### src/inc/dsm_defs.vh
// Constants for the DRAM access and refresh state machine
`ifndef DSM_DEFS_VH
`define DSM_DEFS_VH

// =====================================================
// Refresh timing
`define DSM_CLK_MHZ        25
`define DSM_REF_PRESET     9'h185
`define DSM_REF_WIDTH      9
`define DSM_RAS_MIN_NS     85
`define DSM_CLK_PERIOD_NS  40

// =====================================================
// State codes, one-hot, 15 states
`define DSM_NSTATE         15
`define DSM_S_IDLE         15'h0001
`define DSM_S_IROW         15'h0002
`define DSM_S_ICOL         15'h0004
`define DSM_S_IACC         15'h0008
`define DSM_S_DROW         15'h0010
`define DSM_S_DCOL         15'h0020
`define DSM_S_DACC         15'h0040
`define DSM_S_WROW         15'h0080
`define DSM_S_WACC         15'h0100
`define DSM_S_WPF          15'h0200
`define DSM_S_WPS          15'h0400
`define DSM_S_PRE          15'h0800
`define DSM_S_RQ1          15'h1000
`define DSM_S_RQ2          15'h2000
`define DSM_S_RQ3          15'h4000

`endif

### src/dsm_dram_ctrl.v
// DRAM access and refresh control state machine
// Contract
// - Fifteen-state machine drives all memory controls
// - Idle default; refresh beats instruction/data
// - Idle doubles as precharge between sequences
// - Instr row: RAS, ack, latch, no ready
// - Instr column asserts CAS, then access
// - Instr access: enable/ready follow burst
// - Leave instr access on new address/data/refresh
// - Precharge drops acks and RAS, then idle
// - Precharge separates preempted burst from data
// - Data read mirrors instr; exits on refresh/suspend
// - Write: CAS strobes, ready one cycle earlier
// - Two write-preempt states finish pending writes
// - CAS during idle when refresh pending
// - Refresh RAS three cycles in total
// - Nine-bit counter presets at 389, wraps
// - Request flag set on preset, cleared by ack
// - Refresh preempts data access
// - Refresh ack only when no burst ack
// - Refresh states follow in successive cycles
// - Access recognised only when selected, valid, no refresh
`timescale 1ns/1ps
`include "dsm_defs.vh"
module dsm_dram_ctrl #(
  parameter [8:0] REF_PRESET = `DSM_REF_PRESET
)
(
  // Clock and reset
  input  wire core_clk_i,
  input  wire nrst_i,
  input  wire sync_rst_i,
  // Instruction request side
  input  wire instr_req_i,
  input  wire instr_new_addr_i,
  input  wire instr_space_ok_i,
  input  wire instr_addr_match_i,
  input  wire instr_burst_req_i,
  // Data request side
  input  wire data_req_i,
  input  wire data_write_i,
  input  wire data_space_ok_i,
  input  wire data_addr_match_i,
  input  wire data_burst_req_i,
  input  wire test_ctrl_i,
  // Data path buffer, receiver side
  input  wire wbuf_ready_i,
  // Memory strobes
  output reg  ras_o,
  output reg  cas_o,
  output reg  addr_latch_close_o,
  // Bus responses
  output reg  instr_burst_ack_o,
  output reg  data_burst_ack_o,
  output reg  instr_ready_o,
  output reg  instr_output_enable_o,
  output reg  data_ready_o,
  output reg  data_output_enable_o,
  // Refresh status
  output reg  refresh_acknowledge_o,
  output reg  refresh_busy_o,
  // Write buffer handoff
  output reg  wbuf_valid_o
);

  // =====================================================
  // Declarations
  reg  [14:0] state_reg;
  reg  [14:0] state_next;
  reg  [1:0]  wbuf_cnt_reg;
  wire        refresh_request_flag;
  wire        instr_block_select;
  wire        data_block_select;
  wire        data_burst_ack_internal;
  wire        refresh_clear;
  wire        wr_accept;
  wire        refresh_ack_set;

  // =====================================================
  // Refresh timer
  dsm_refresh_timer #(
    .PRESET (REF_PRESET)
  ) u_timer (
    .core_clk_i             (core_clk_i),
    .nrst_i                 (nrst_i),
    .sync_rst_i             (sync_rst_i),
    .clear_i                (refresh_clear),
    .refresh_request_flag_o (refresh_request_flag)
  );

  assign refresh_clear = refresh_acknowledge_o & state_reg[12];

  // =====================================================
  // Address recognition
  assign instr_block_select = instr_req_i & instr_space_ok_i & instr_addr_match_i
                              & ~test_ctrl_i & ~refresh_request_flag;
  assign data_block_select  = data_req_i & data_space_ok_i & data_addr_match_i
                              & ~test_ctrl_i & ~refresh_request_flag;
  assign data_burst_ack_internal = data_burst_ack_o | (state_reg[9] | state_reg[10]);

  // Refresh acknowledge may start once both bursts are idle
  assign refresh_ack_set = refresh_request_flag & ~instr_burst_ack_o & ~data_burst_ack_internal
                           & state_next[0] & ~refresh_acknowledge_o;

  // Write word accepted into the one-entry buffer this cycle, write access only
  assign wr_accept = data_ready_o & data_write_i & state_reg[8];

  // =====================================================
  // Next state
  always @*
  begin
    state_next = state_reg;
    case (state_reg)
      `DSM_S_IDLE:
      begin
        if (refresh_acknowledge_o)
          state_next = `DSM_S_RQ1;
        else if (instr_block_select)
          state_next = `DSM_S_IROW;
        else if (data_block_select)
          state_next = data_write_i ? `DSM_S_WROW : `DSM_S_DROW;
      end
      `DSM_S_IROW: state_next = `DSM_S_ICOL;
      `DSM_S_ICOL: state_next = `DSM_S_IACC;
      `DSM_S_IACC:
      begin
        if (instr_new_addr_i | data_block_select | refresh_request_flag)
          state_next = `DSM_S_PRE;
      end
      `DSM_S_DROW: state_next = `DSM_S_DCOL;
      `DSM_S_DCOL: state_next = `DSM_S_DACC;
      `DSM_S_DACC:
      begin
        if (refresh_request_flag | ~data_burst_req_i)
          state_next = `DSM_S_PRE;
      end
      `DSM_S_WROW: state_next = `DSM_S_WACC;
      `DSM_S_WACC:
      begin
        if (refresh_request_flag)
          state_next = `DSM_S_WPF;
        else if (~data_burst_req_i & wbuf_cnt_reg == 2'd0)
          state_next = `DSM_S_PRE;
      end
      `DSM_S_WPF: state_next = `DSM_S_WPS;
      `DSM_S_WPS: state_next = `DSM_S_PRE;
      `DSM_S_PRE: state_next = `DSM_S_IDLE;
      `DSM_S_RQ1: state_next = `DSM_S_RQ2;
      `DSM_S_RQ2: state_next = `DSM_S_RQ3;
      `DSM_S_RQ3: state_next = `DSM_S_IDLE;
      default:    state_next = `DSM_S_IDLE;
    endcase
  end

  // =====================================================
  // State register and registered outputs
  always @(posedge core_clk_i or negedge nrst_i)
  begin
    if (!nrst_i)
    begin
      state_reg             <= `DSM_S_IDLE;
      wbuf_cnt_reg          <= 2'd0;
      ras_o                 <= 1'b0;
      cas_o                 <= 1'b0;
      addr_latch_close_o    <= 1'b0;
      instr_burst_ack_o     <= 1'b0;
      data_burst_ack_o      <= 1'b0;
      instr_ready_o         <= 1'b0;
      instr_output_enable_o <= 1'b0;
      data_ready_o          <= 1'b0;
      data_output_enable_o  <= 1'b0;
      refresh_acknowledge_o <= 1'b0;
      refresh_busy_o        <= 1'b0;
      wbuf_valid_o          <= 1'b0;
    end
    else if (sync_rst_i)
    begin
      state_reg             <= `DSM_S_IDLE;
      wbuf_cnt_reg          <= 2'd0;
      ras_o                 <= 1'b0;
      cas_o                 <= 1'b0;
      addr_latch_close_o    <= 1'b0;
      instr_burst_ack_o     <= 1'b0;
      data_burst_ack_o      <= 1'b0;
      instr_ready_o         <= 1'b0;
      instr_output_enable_o <= 1'b0;
      data_ready_o          <= 1'b0;
      data_output_enable_o  <= 1'b0;
      refresh_acknowledge_o <= 1'b0;
      refresh_busy_o        <= 1'b0;
      wbuf_valid_o          <= 1'b0;
    end
    else
    begin
      state_reg <= state_next;
      // Refresh acknowledge set when idle of bursts, held to end of sequence
      if (refresh_acknowledge_o)
        refresh_acknowledge_o <= ~state_reg[14];
      else
        refresh_acknowledge_o <= refresh_ack_set;
      refresh_busy_o <= state_next[12] | state_next[13] | state_next[14];
      // RAS active through row, access and refresh states
      ras_o <= |(state_next & (`DSM_S_IROW | `DSM_S_ICOL | `DSM_S_IACC | `DSM_S_DROW
                 | `DSM_S_DCOL | `DSM_S_DACC | `DSM_S_WROW | `DSM_S_WACC | `DSM_S_WPF
                 | `DSM_S_WPS | `DSM_S_RQ1 | `DSM_S_RQ2 | `DSM_S_RQ3));
      // CAS: read columns, write strobes, refresh setup in idle
      cas_o <= (|(state_next & (`DSM_S_ICOL | `DSM_S_IACC | `DSM_S_DCOL | `DSM_S_DACC)))
               | ((state_next[8] | state_next[9] | state_next[10]) & wr_accept)
               | refresh_ack_set
               | state_next[12] | state_next[13] | state_next[14];
      addr_latch_close_o <= ~(state_next[0] | state_next[11]);
      instr_burst_ack_o  <= state_next[1] | state_next[2] | state_next[3];
      data_burst_ack_o   <= |(state_next & (`DSM_S_DROW | `DSM_S_DCOL | `DSM_S_DACC
                            | `DSM_S_WROW | `DSM_S_WACC));
      instr_ready_o         <= state_next[3] & instr_burst_req_i;
      instr_output_enable_o <= state_next[3] & instr_burst_req_i;
      data_ready_o          <= (state_next[6] & data_burst_req_i)
                               | (state_next[8] & data_burst_req_i & wbuf_ready_i);
      data_output_enable_o  <= state_next[6] & data_burst_req_i;
      wbuf_valid_o          <= wr_accept;
      if (wr_accept & ~cas_o)
        wbuf_cnt_reg <= 2'd1;
      else if (~wr_accept & cas_o)
        wbuf_cnt_reg <= 2'd0;
    end
  end

endmodule // dsm_dram_ctrl

### src/dsm_refresh_timer.v
// Refresh interval counter and refresh request flag
`timescale 1ns/1ps
`include "dsm_defs.vh"
module dsm_refresh_timer #(
  parameter [8:0] PRESET = `DSM_REF_PRESET
)
(
  // Clock and reset
  input  wire       core_clk_i,
  input  wire       nrst_i,
  input  wire       sync_rst_i,
  // Refresh handshake
  input  wire       clear_i,
  output reg        refresh_request_flag_o
);

  reg [8:0] refresh_count_reg;

  // =====================================================
  // Counter with synchronous preset at terminal count
  always @(posedge core_clk_i or negedge nrst_i)
  begin
    if (!nrst_i)
    begin
      refresh_count_reg      <= 9'h000;
      refresh_request_flag_o <= 1'b0;
    end
    else if (sync_rst_i)
    begin
      refresh_count_reg      <= 9'h000;
      refresh_request_flag_o <= 1'b0;
    end
    else
    begin
      if (refresh_count_reg == PRESET)
      begin
        refresh_count_reg      <= 9'h000;
        refresh_request_flag_o <= 1'b1;
      end
      else
      begin
        refresh_count_reg <= refresh_count_reg + 9'h001;
        if (clear_i)
          refresh_request_flag_o <= 1'b0;
      end
    end
  end

endmodule // dsm_refresh_timer

### config.mk
export PLATFORM = sky130hd
export DESIGN_NAME = dsm_dram_ctrl
export DESIGN_NICKNAME = d
export VERILOG_FILES = /design/src/dsm_dram_ctrl.v /design/src/dsm_refresh_timer.v
export VERILOG_INCLUDE_DIRS = /design/src /design/src/inc
export SDC_FILE = /design/constraint.sdc
export NUM_CORES = 1
export LEC_CHECK = 0
export BUFFER_PORTS_ARGS = -buffer_cell sky130_fd_sc_hd__buf_2
export CAP_MARGIN = 20
export CORE_ASPECT_RATIO = 0.9
export CORE_MARGIN = 4
export CORE_UTILIZATION = 56
export DETAILED_ROUTE_END_ITERATION = 8
export GPL_ROUTABILITY_DRIVEN = 0
export GPL_TIMING_DRIVEN = 1
export PLACE_DENSITY = 0.81
export SLEW_MARGIN = 20
export SYNTH_ARGS = -nofsm -noshare
export SYNTH_HDL_FRONTEND = slang
export SYNTH_SLANG_ARGS = --single-unit
### constraint.sdc
create_clock -name core_clk_i -period 5 [get_ports core_clk_i]
set_clock_uncertainty 0.1 [all_clocks]
set_input_delay 0.5 -clock core_clk_i [delete_from_list [all_inputs] [get_ports core_clk_i]]
set_output_delay 0.5 -clock core_clk_i [all_outputs]
set_load 0.005 [all_outputs]
==> results of run 1 <==
## power by group through the flow
stage	logic (W)	registers (W)	clock network (W)
floorplan	0.0000377	0.000317	0
global placement	0.0000578	0.000318	0
detailed placement	0.0000585	0.000318	0
CTS	0.0000589	0.000312	0.000271
global route	0.0000666	0.000313	0.000287
finish	0.0000586	0.000312	0.000266
## through the flow
step	instances	setup WS, ns
final	276	2.40
after global routing	276	2.17
after CTS	276	2.41
after detailed placement	268	2.44
after global placement	268	2.41
after floorplan	209	2.85
## worst min path at each step
stage	slack, ns	endpoint	start
after global placement	0.40	wbuf_cnt_reg[0]	wbuf_cnt_reg[0]
after global routing	0.26	u_timer.refresh_count_reg[6]	nrst_i
after CTS	0.22	u_timer.refresh_count_reg[6]	nrst_i
after detailed placement	0.42	wbuf_cnt_reg[0]	wbuf_cnt_reg[0]
final	0.19	u_timer.refresh_count_reg[6]	nrst_i
after floorplan	0.10	addr_latch_close_o	nrst_i
## cell families after synthesis
group | after synthesis | synth area share
adder cells (fa/ha/maj) | 2 | 0.0129
multiplexers | 1 | 0.00514
XOR/XNOR | 11 | 0.0495
flip-flops | 37 | 0.477
buffers and inverters | 18 | 0.0437
AND/OR/NAND/NOR | 111 | 0.314
AO/OA/AOI/OAI | 29 | 0.0978
## cell usage in the layout (no fill, tap or decap), types with 3 or more instances in the layout
cell / n
buf_2: 26
a21oi_1: 8
nor2b_1: 6
nor3_1: 13
clkbuf_8: 6
nor4_1: 3
nor2_1: 33
o21ai_0: 8
nand2b_1: 5
xor2_1: 10
dfrtp_1: 36
nand4_1: 7
nor4b_1: 3
inv_1: 7
nand3_1: 12
nand2_1: 13
## worst reg2reg max path, stage by stage, from the launching register on
cell	delay, ns
dfrtp_1	0.47
nor4_4	0.46
nand4_1	0.14
nor2_1	0.21
a211oi_1	0.10
or2_0	0.53
nor4b_1	0.47
## cell type report
cell class,count,area [sq um]
tap,44,55.1
fill,277,1160
clock inverter,2,37.5
sequential,37,927
multi-input combinational,154,933
clock buffer,6,82.6
timing repair buffer,26,130
inverter,7,26.3
## routing by layer
metal  vias up  wire [um]  track usage
met2        49       1990        0.322
met4         0         91       0.0909
li1        780          -            -
met5         -          0            0
met1       742       1910        0.274
met3        11        212       0.0425
==> flow_summary.yaml, run 1 <==
status:
  status: "complete, no violations"
worst_setup_path:
  r2r_end: "state_reg[10]"
  critPathCaptureType: "flip-flop"
  cpPeakStageDelay_ns: 0.53
  path_delay_family: "simple AND/OR/NAND/NOR gates"
  critPathArrivalTime_ns: 2.66
  cp_num_cells: 6
  ff2ff_setup_slack_ns: 2.40
  crit_type: "reg -> reg"
  crit_slowest_cell: "or2_0"
  endpoint: "state_reg[10]"
  start_kind: "flip-flop"
  crit_buf_inv: 0
  required_ns: 5.06
  crit_start: "state_reg[7]"
  crit_fanout: 15
  reg2reg_from: "state_reg[7]"
  crit_chain: "nor4_4 -> nand4_1 -> nor2_1 -> a211oi_1 -> or2_0 -> nor4b_1"
  worst-r2r-cell-count: 6
layout:
  drive_gt1_frac: 0.181
  largest_reg_flops: 15
  nets: 248
  syn2layout_area_growth_pct: 12.7
  fin_util: 0.654
  num_antenna_cells: 0
  postLayoutCellArea_sq_um: 2190
clock_tree:
  clkSinkCount: 37
  insertion_delay_ns: 0.29
  cts_resized: 0
  cts_hold_buf: 0
  cts_setup_buffers: 0
  clockRootBuffer: "clkbuf_8"
  clock_path_buffers: 2
  cts_tree: "yes"
  clk_pin_slew_ns: 0.08
  htree_levels: 2
  numCtsBuffers: 5
synthesis:
  yosys_warnings: 0
  synth-seq-area-share: 0.477
  synth_area_leaders: "dfrtp_1, nor2_1, xor2_1"
  netlist_top_cells_count: "dfrtp_1, nor2_1, nand2_1, nor3_1, nand3_1"
  syn_area_sq_um: 1950
  synth_fp_nets: 226
  synth.lib_cells_used.distinct: 48
  async_flop_share: 1.00
  synth_top_area_share: 0.463
  post-synth-top-area-cell: "dfrtp_1"
  ys_ff_latch: 37
  synth_enable_flop_cells: 0
  synth_cells: 209
  synthFlopType: "dfrtp_1"
  syn_avg_cell_area_sq_um: 9.31
  yosysMostFrequentCell: "dfrtp_1"
power_and_ir_drop:
  power.share.clock: 0.418
  combPwrFrac: 0.092
  power_frac_seq: 0.490
  ir_worst_vdd_mv: 0.235
  power.total_w: 0.000637
  swShare: 0.230
  p_leak_nw: 1.03
  switching_power_w: 0.000147
  p_per_area_nw_per_um2: 291
  internal-power_w: 0.000490
routing:
  wirelength_um: 4200
  ant_nets: 0
  via_per_inst: 5.73
  drt_iter0_markers: 116
  dr.pass1.iters: 4
  routedWlPerCell_um: 15.2
  drcViolationCount: 0
  dr_total_vias: 1582
global_route:
  grt_max_degree: 38
  grt_pass1_wl_um: 7200
  grt_pass1_vias: 1533
  track_usage: 0.205
  antenna_found_initial: 0
  grt-ovfl-total: 0
die:
  core_sq_um: 3350
  fp.dieW_um: 70.1
  start_util: 0.580
  die_h_um: 63.9
  rows: 20
  ios: 27
  die_area_sq_um: 4480
timing:
  fmax_mhz: 384
  hold_viol_final: 0
  min_period_over_period: 0.520
  holdWs_ns: 0.190
  slew_viol_final: 0
  finalSetupViolCount: 0
  totalNegativeSetupSlack_ns: 0
  slew_headroom: 0.398
  grt_setup_unrepaired: "false"
  period_needed_ns: 2.60
  worst_pin_slew_ns: 0.903
hold_path:
  hold_class: "in -> async"
place:
  portBuffers: 26
  hpwl_um: 3000
  dpl_cell_area_sq_um: 2070
flow_run:
  cap_viol_max_count: 0
No activity file was read; power rests on OpenSTA's default activity.
==> run 2: changes to the inputs <==
Settings changed: ABC_AREA set to 1, CORE_UTILIZATION 56 to 51, PLACE_DENSITY 0.81 to 0.78.
Clock period 5 ns to 2.3 ns, I/O delays scaled along.
==> run 2 against run 1 <==
  * Critical path depth up 5
  * Power up 120%
  * Clock-buffer cell count up 1
  * Highest routed layer unchanged
==> flow_summary.yaml, run 2 <==
status:
  status: "complete, no violations"
synthesis:
  synth-seq-area-share: 0.449
  synthXorXnorAreaFrac: 0.00849
  synth_enable_flop_cells: 0
  synthAdderAreaFrac: 0.0121
  synthMuxAreaShare: 0
  ys_ff_latch: 37
  async_flop_share: 1.00
  netlist_top_cells_count: "dfrtp_1, inv_1, nor2_1, nand2_1, nand3_1"
  synth_area_leaders: "dfrtp_1, inv_1, nor2_1"
  syn_avg_cell_area_sq_um: 8.35
  post-synth-top-area-cell: "dfrtp_1"
  synthFlopType: "dfrtp_1"
  synth.lib_cells_used.distinct: 38
  synth_cells: 247
  synth_fp_nets: 264
  synth_top_area_share: 0.437
  synth_top_family_by_area: "simple AND/OR/NAND/NOR gates"
  synth-simple-area-share: 0.395
  syn_area_sq_um: 2060
  yosys_warnings: 0
  synth_compound_area_frac: 0.0528
worst_setup_path:
  crit_slowest_cell: "dfstp_2"
  ff2ff_setup_slack_ns: 0.33
  r2r_end: "cas_o"
  cp_num_cells: 11
  critPathCaptureType: "flip-flop"
  crit_chain: "nor2_1 -> nand2_2 -> inv_1 -> nand3_1 -> nand2_1 -> nor2_1 -> nand3_1 -> nor2_1 -> nand3_1 -> nand2_1 -> inv_1"
  reg2reg_from: "state_reg[0]"
  crit_type: "reg -> reg"
  crit_fanout: 3
  path_delay_family: "simple AND/OR/NAND/NOR gates"
  endpoint: "cas_o"
  start_kind: "flip-flop"
  critPathArrivalTime_ns: 2.05
  required_ns: 2.38
  cpPeakStageDelay_ns: 0.54
  crit_buf_inv: 2
  crit_start: "state_reg[0]"
  worst-r2r-cell-count: 11
routing:
  drt_iter0_markers: 132
  via_per_inst: 5.28
  wirelength_um: 4600
  drcViolationCount: 0
  ant_nets: 0
  dr.pass1.iters: 4
  dr_total_vias: 1710
  routedWlPerCell_um: 14.2
power_and_ir_drop:
  power.share.clock: 0.411
  internal-power_w: 0.00107
  combPwrFrac: 0.112
  power_frac_seq: 0.477
  p_per_area_nw_per_um2: 604
  swShare: 0.245
  switching_power_w: 0.000347
  ir_worst_vdd_mv: 0.464
  power.total_w: 0.00142
  p_leak_nw: 1.20
clock_tree:
  numCtsBuffers: 5
  cts_resized: 0
  clkSinkCount: 37
  cts_tree: "yes"
  cts_hold_buf: 1
  clock_path_buffers: 2
  htree_levels: 2
  clockRootBuffer: "clkbuf_8"
  cts_setup_buffers: 0
  clk_pin_slew_ns: 0.07
  insertion_delay_ns: 0.29
die:
  core_sq_um: 3810
  ios: 27
  start_util: 0.542
  rows: 21
  die_h_um: 68.3
  die_area_sq_um: 5130
  fp.dieW_um: 75.0
timing:
  worst_pin_slew_ns: 0.813
  fmax_mhz: 508
  totalNegativeSetupSlack_ns: 0
  slew_headroom: 0.458
  min_period_over_period: 0.857
  finalSetupViolCount: 0
  hold_viol_final: 0
  slew_viol_final: 0
  grt_setup_unrepaired: "false"
  period_needed_ns: 1.97
hold_path:
  hold_class: "in -> reg"
  hp-start: "wbuf_ready_i"
global_route:
  grt_pass1_wl_um: 7670
  track_usage: 0.206
  grt_max_degree: 38
  antenna_found_initial: 0
  grt_pass1_vias: 1638
  grt-ovfl-total: 0
layout:
  num_antenna_cells: 0
  nets: 294
  drive_gt1_frac: 0.248
  syn2layout_area_growth_pct: 13.9
  final_cell_mix: "inv_1, nor2_1, dfrtp_1"
  nFillCells: 332
  largest_reg_flops: 15
flow_run:
  cap_viol_max_count: 0
place:
  hpwl_um: 3540
  portBuffers: 26
run 2: how the worst min path moves through the flow:
stage	slack [ns]	endpoint	cells past startpoint
2_1_floorplan	-0.17	addr_latch_close_o	0
3_3_place_gp	0.27	wbuf_valid_o	1
3_5_place_dp	0.27	wbuf_valid_o	1
4_1_cts	0.07	data_ready_o	3
5_1_grt	0.11	data_ready_o	3
6_report	0.07	data_ready_o	3
run 2: stage by stage:
stage	instances	hold slack [ns]	instance area [sq um]	setup slack, ns	utilization
after global placement	315	0.271	2220	0.411	0.584
after detailed placement	315	0.273	2220	0.390	0.584
after CTS	324	0.0699	2350	0.347	0.617
final	324	0.0727	2350	0.330	0.617
after floorplan	247	-0.166	2060	0.614	-
after global routing	324	0.110	2350	0.160	0.617
run 2: cell type report:
type / instances / area, sq um / area share
clock buffer: 7 / 86.3 / 0.0367
multi-input combinational: 168 / 966 / 0.411
sequential: 37 / 927 / 0.395
tap: 46 / 57.6 / 0.0245
timing repair buffer: 27 / 140 / 0.0596
inverter: 38 / 143 / 0.0607
clock inverter: 1 / 30.0 / 0.0128
run 2: per-layer routing:
metal | part of all wire | GRT usage
met2 | 0.45 | 0.313
met1 | 0.47 | 0.292
met3 | 0.065 | 0.0455
met5 | 0 | 0
met4 | 0.011 | 0.0644
run 2: logic make-up after synthesis:
logic type / count (synthesis)
compound gates: 17
xor+xnor: 2
fa+ha+maj: 2
buf+inv: 42
flops: 37
simple gates: 147
run 2: power groups by stage:
| stage | sequential [W] | combinational, W | clock [W] |
|---|---|---|---|
| final | 0.000677 | 0.000159 | 0.000583 |
| after global routing | 0.000679 | 0.000176 | 0.000621 |
| after CTS | 0.000677 | 0.000160 | 0.000590 |
| after detailed placement | 0.000689 | 0.000158 | 0 |
| after global placement | 0.000688 | 0.000154 | 0 |
| after floorplan | 0.000688 | 0.000107 | 0 |
run 2: worst register-to-register path: stages, from the launching register on:
cell and delay, ns:
dfstp_2 0.54, nor2_1 0.06, nand2_2 0.12, inv_1 0.10, nand3_1 0.14, nand2_1 0.11, nor2_1 0.26, nand3_1 0.14
nor2_1 0.11, nand3_1 0.08, nand2_1 0.06, inv_1 0.04
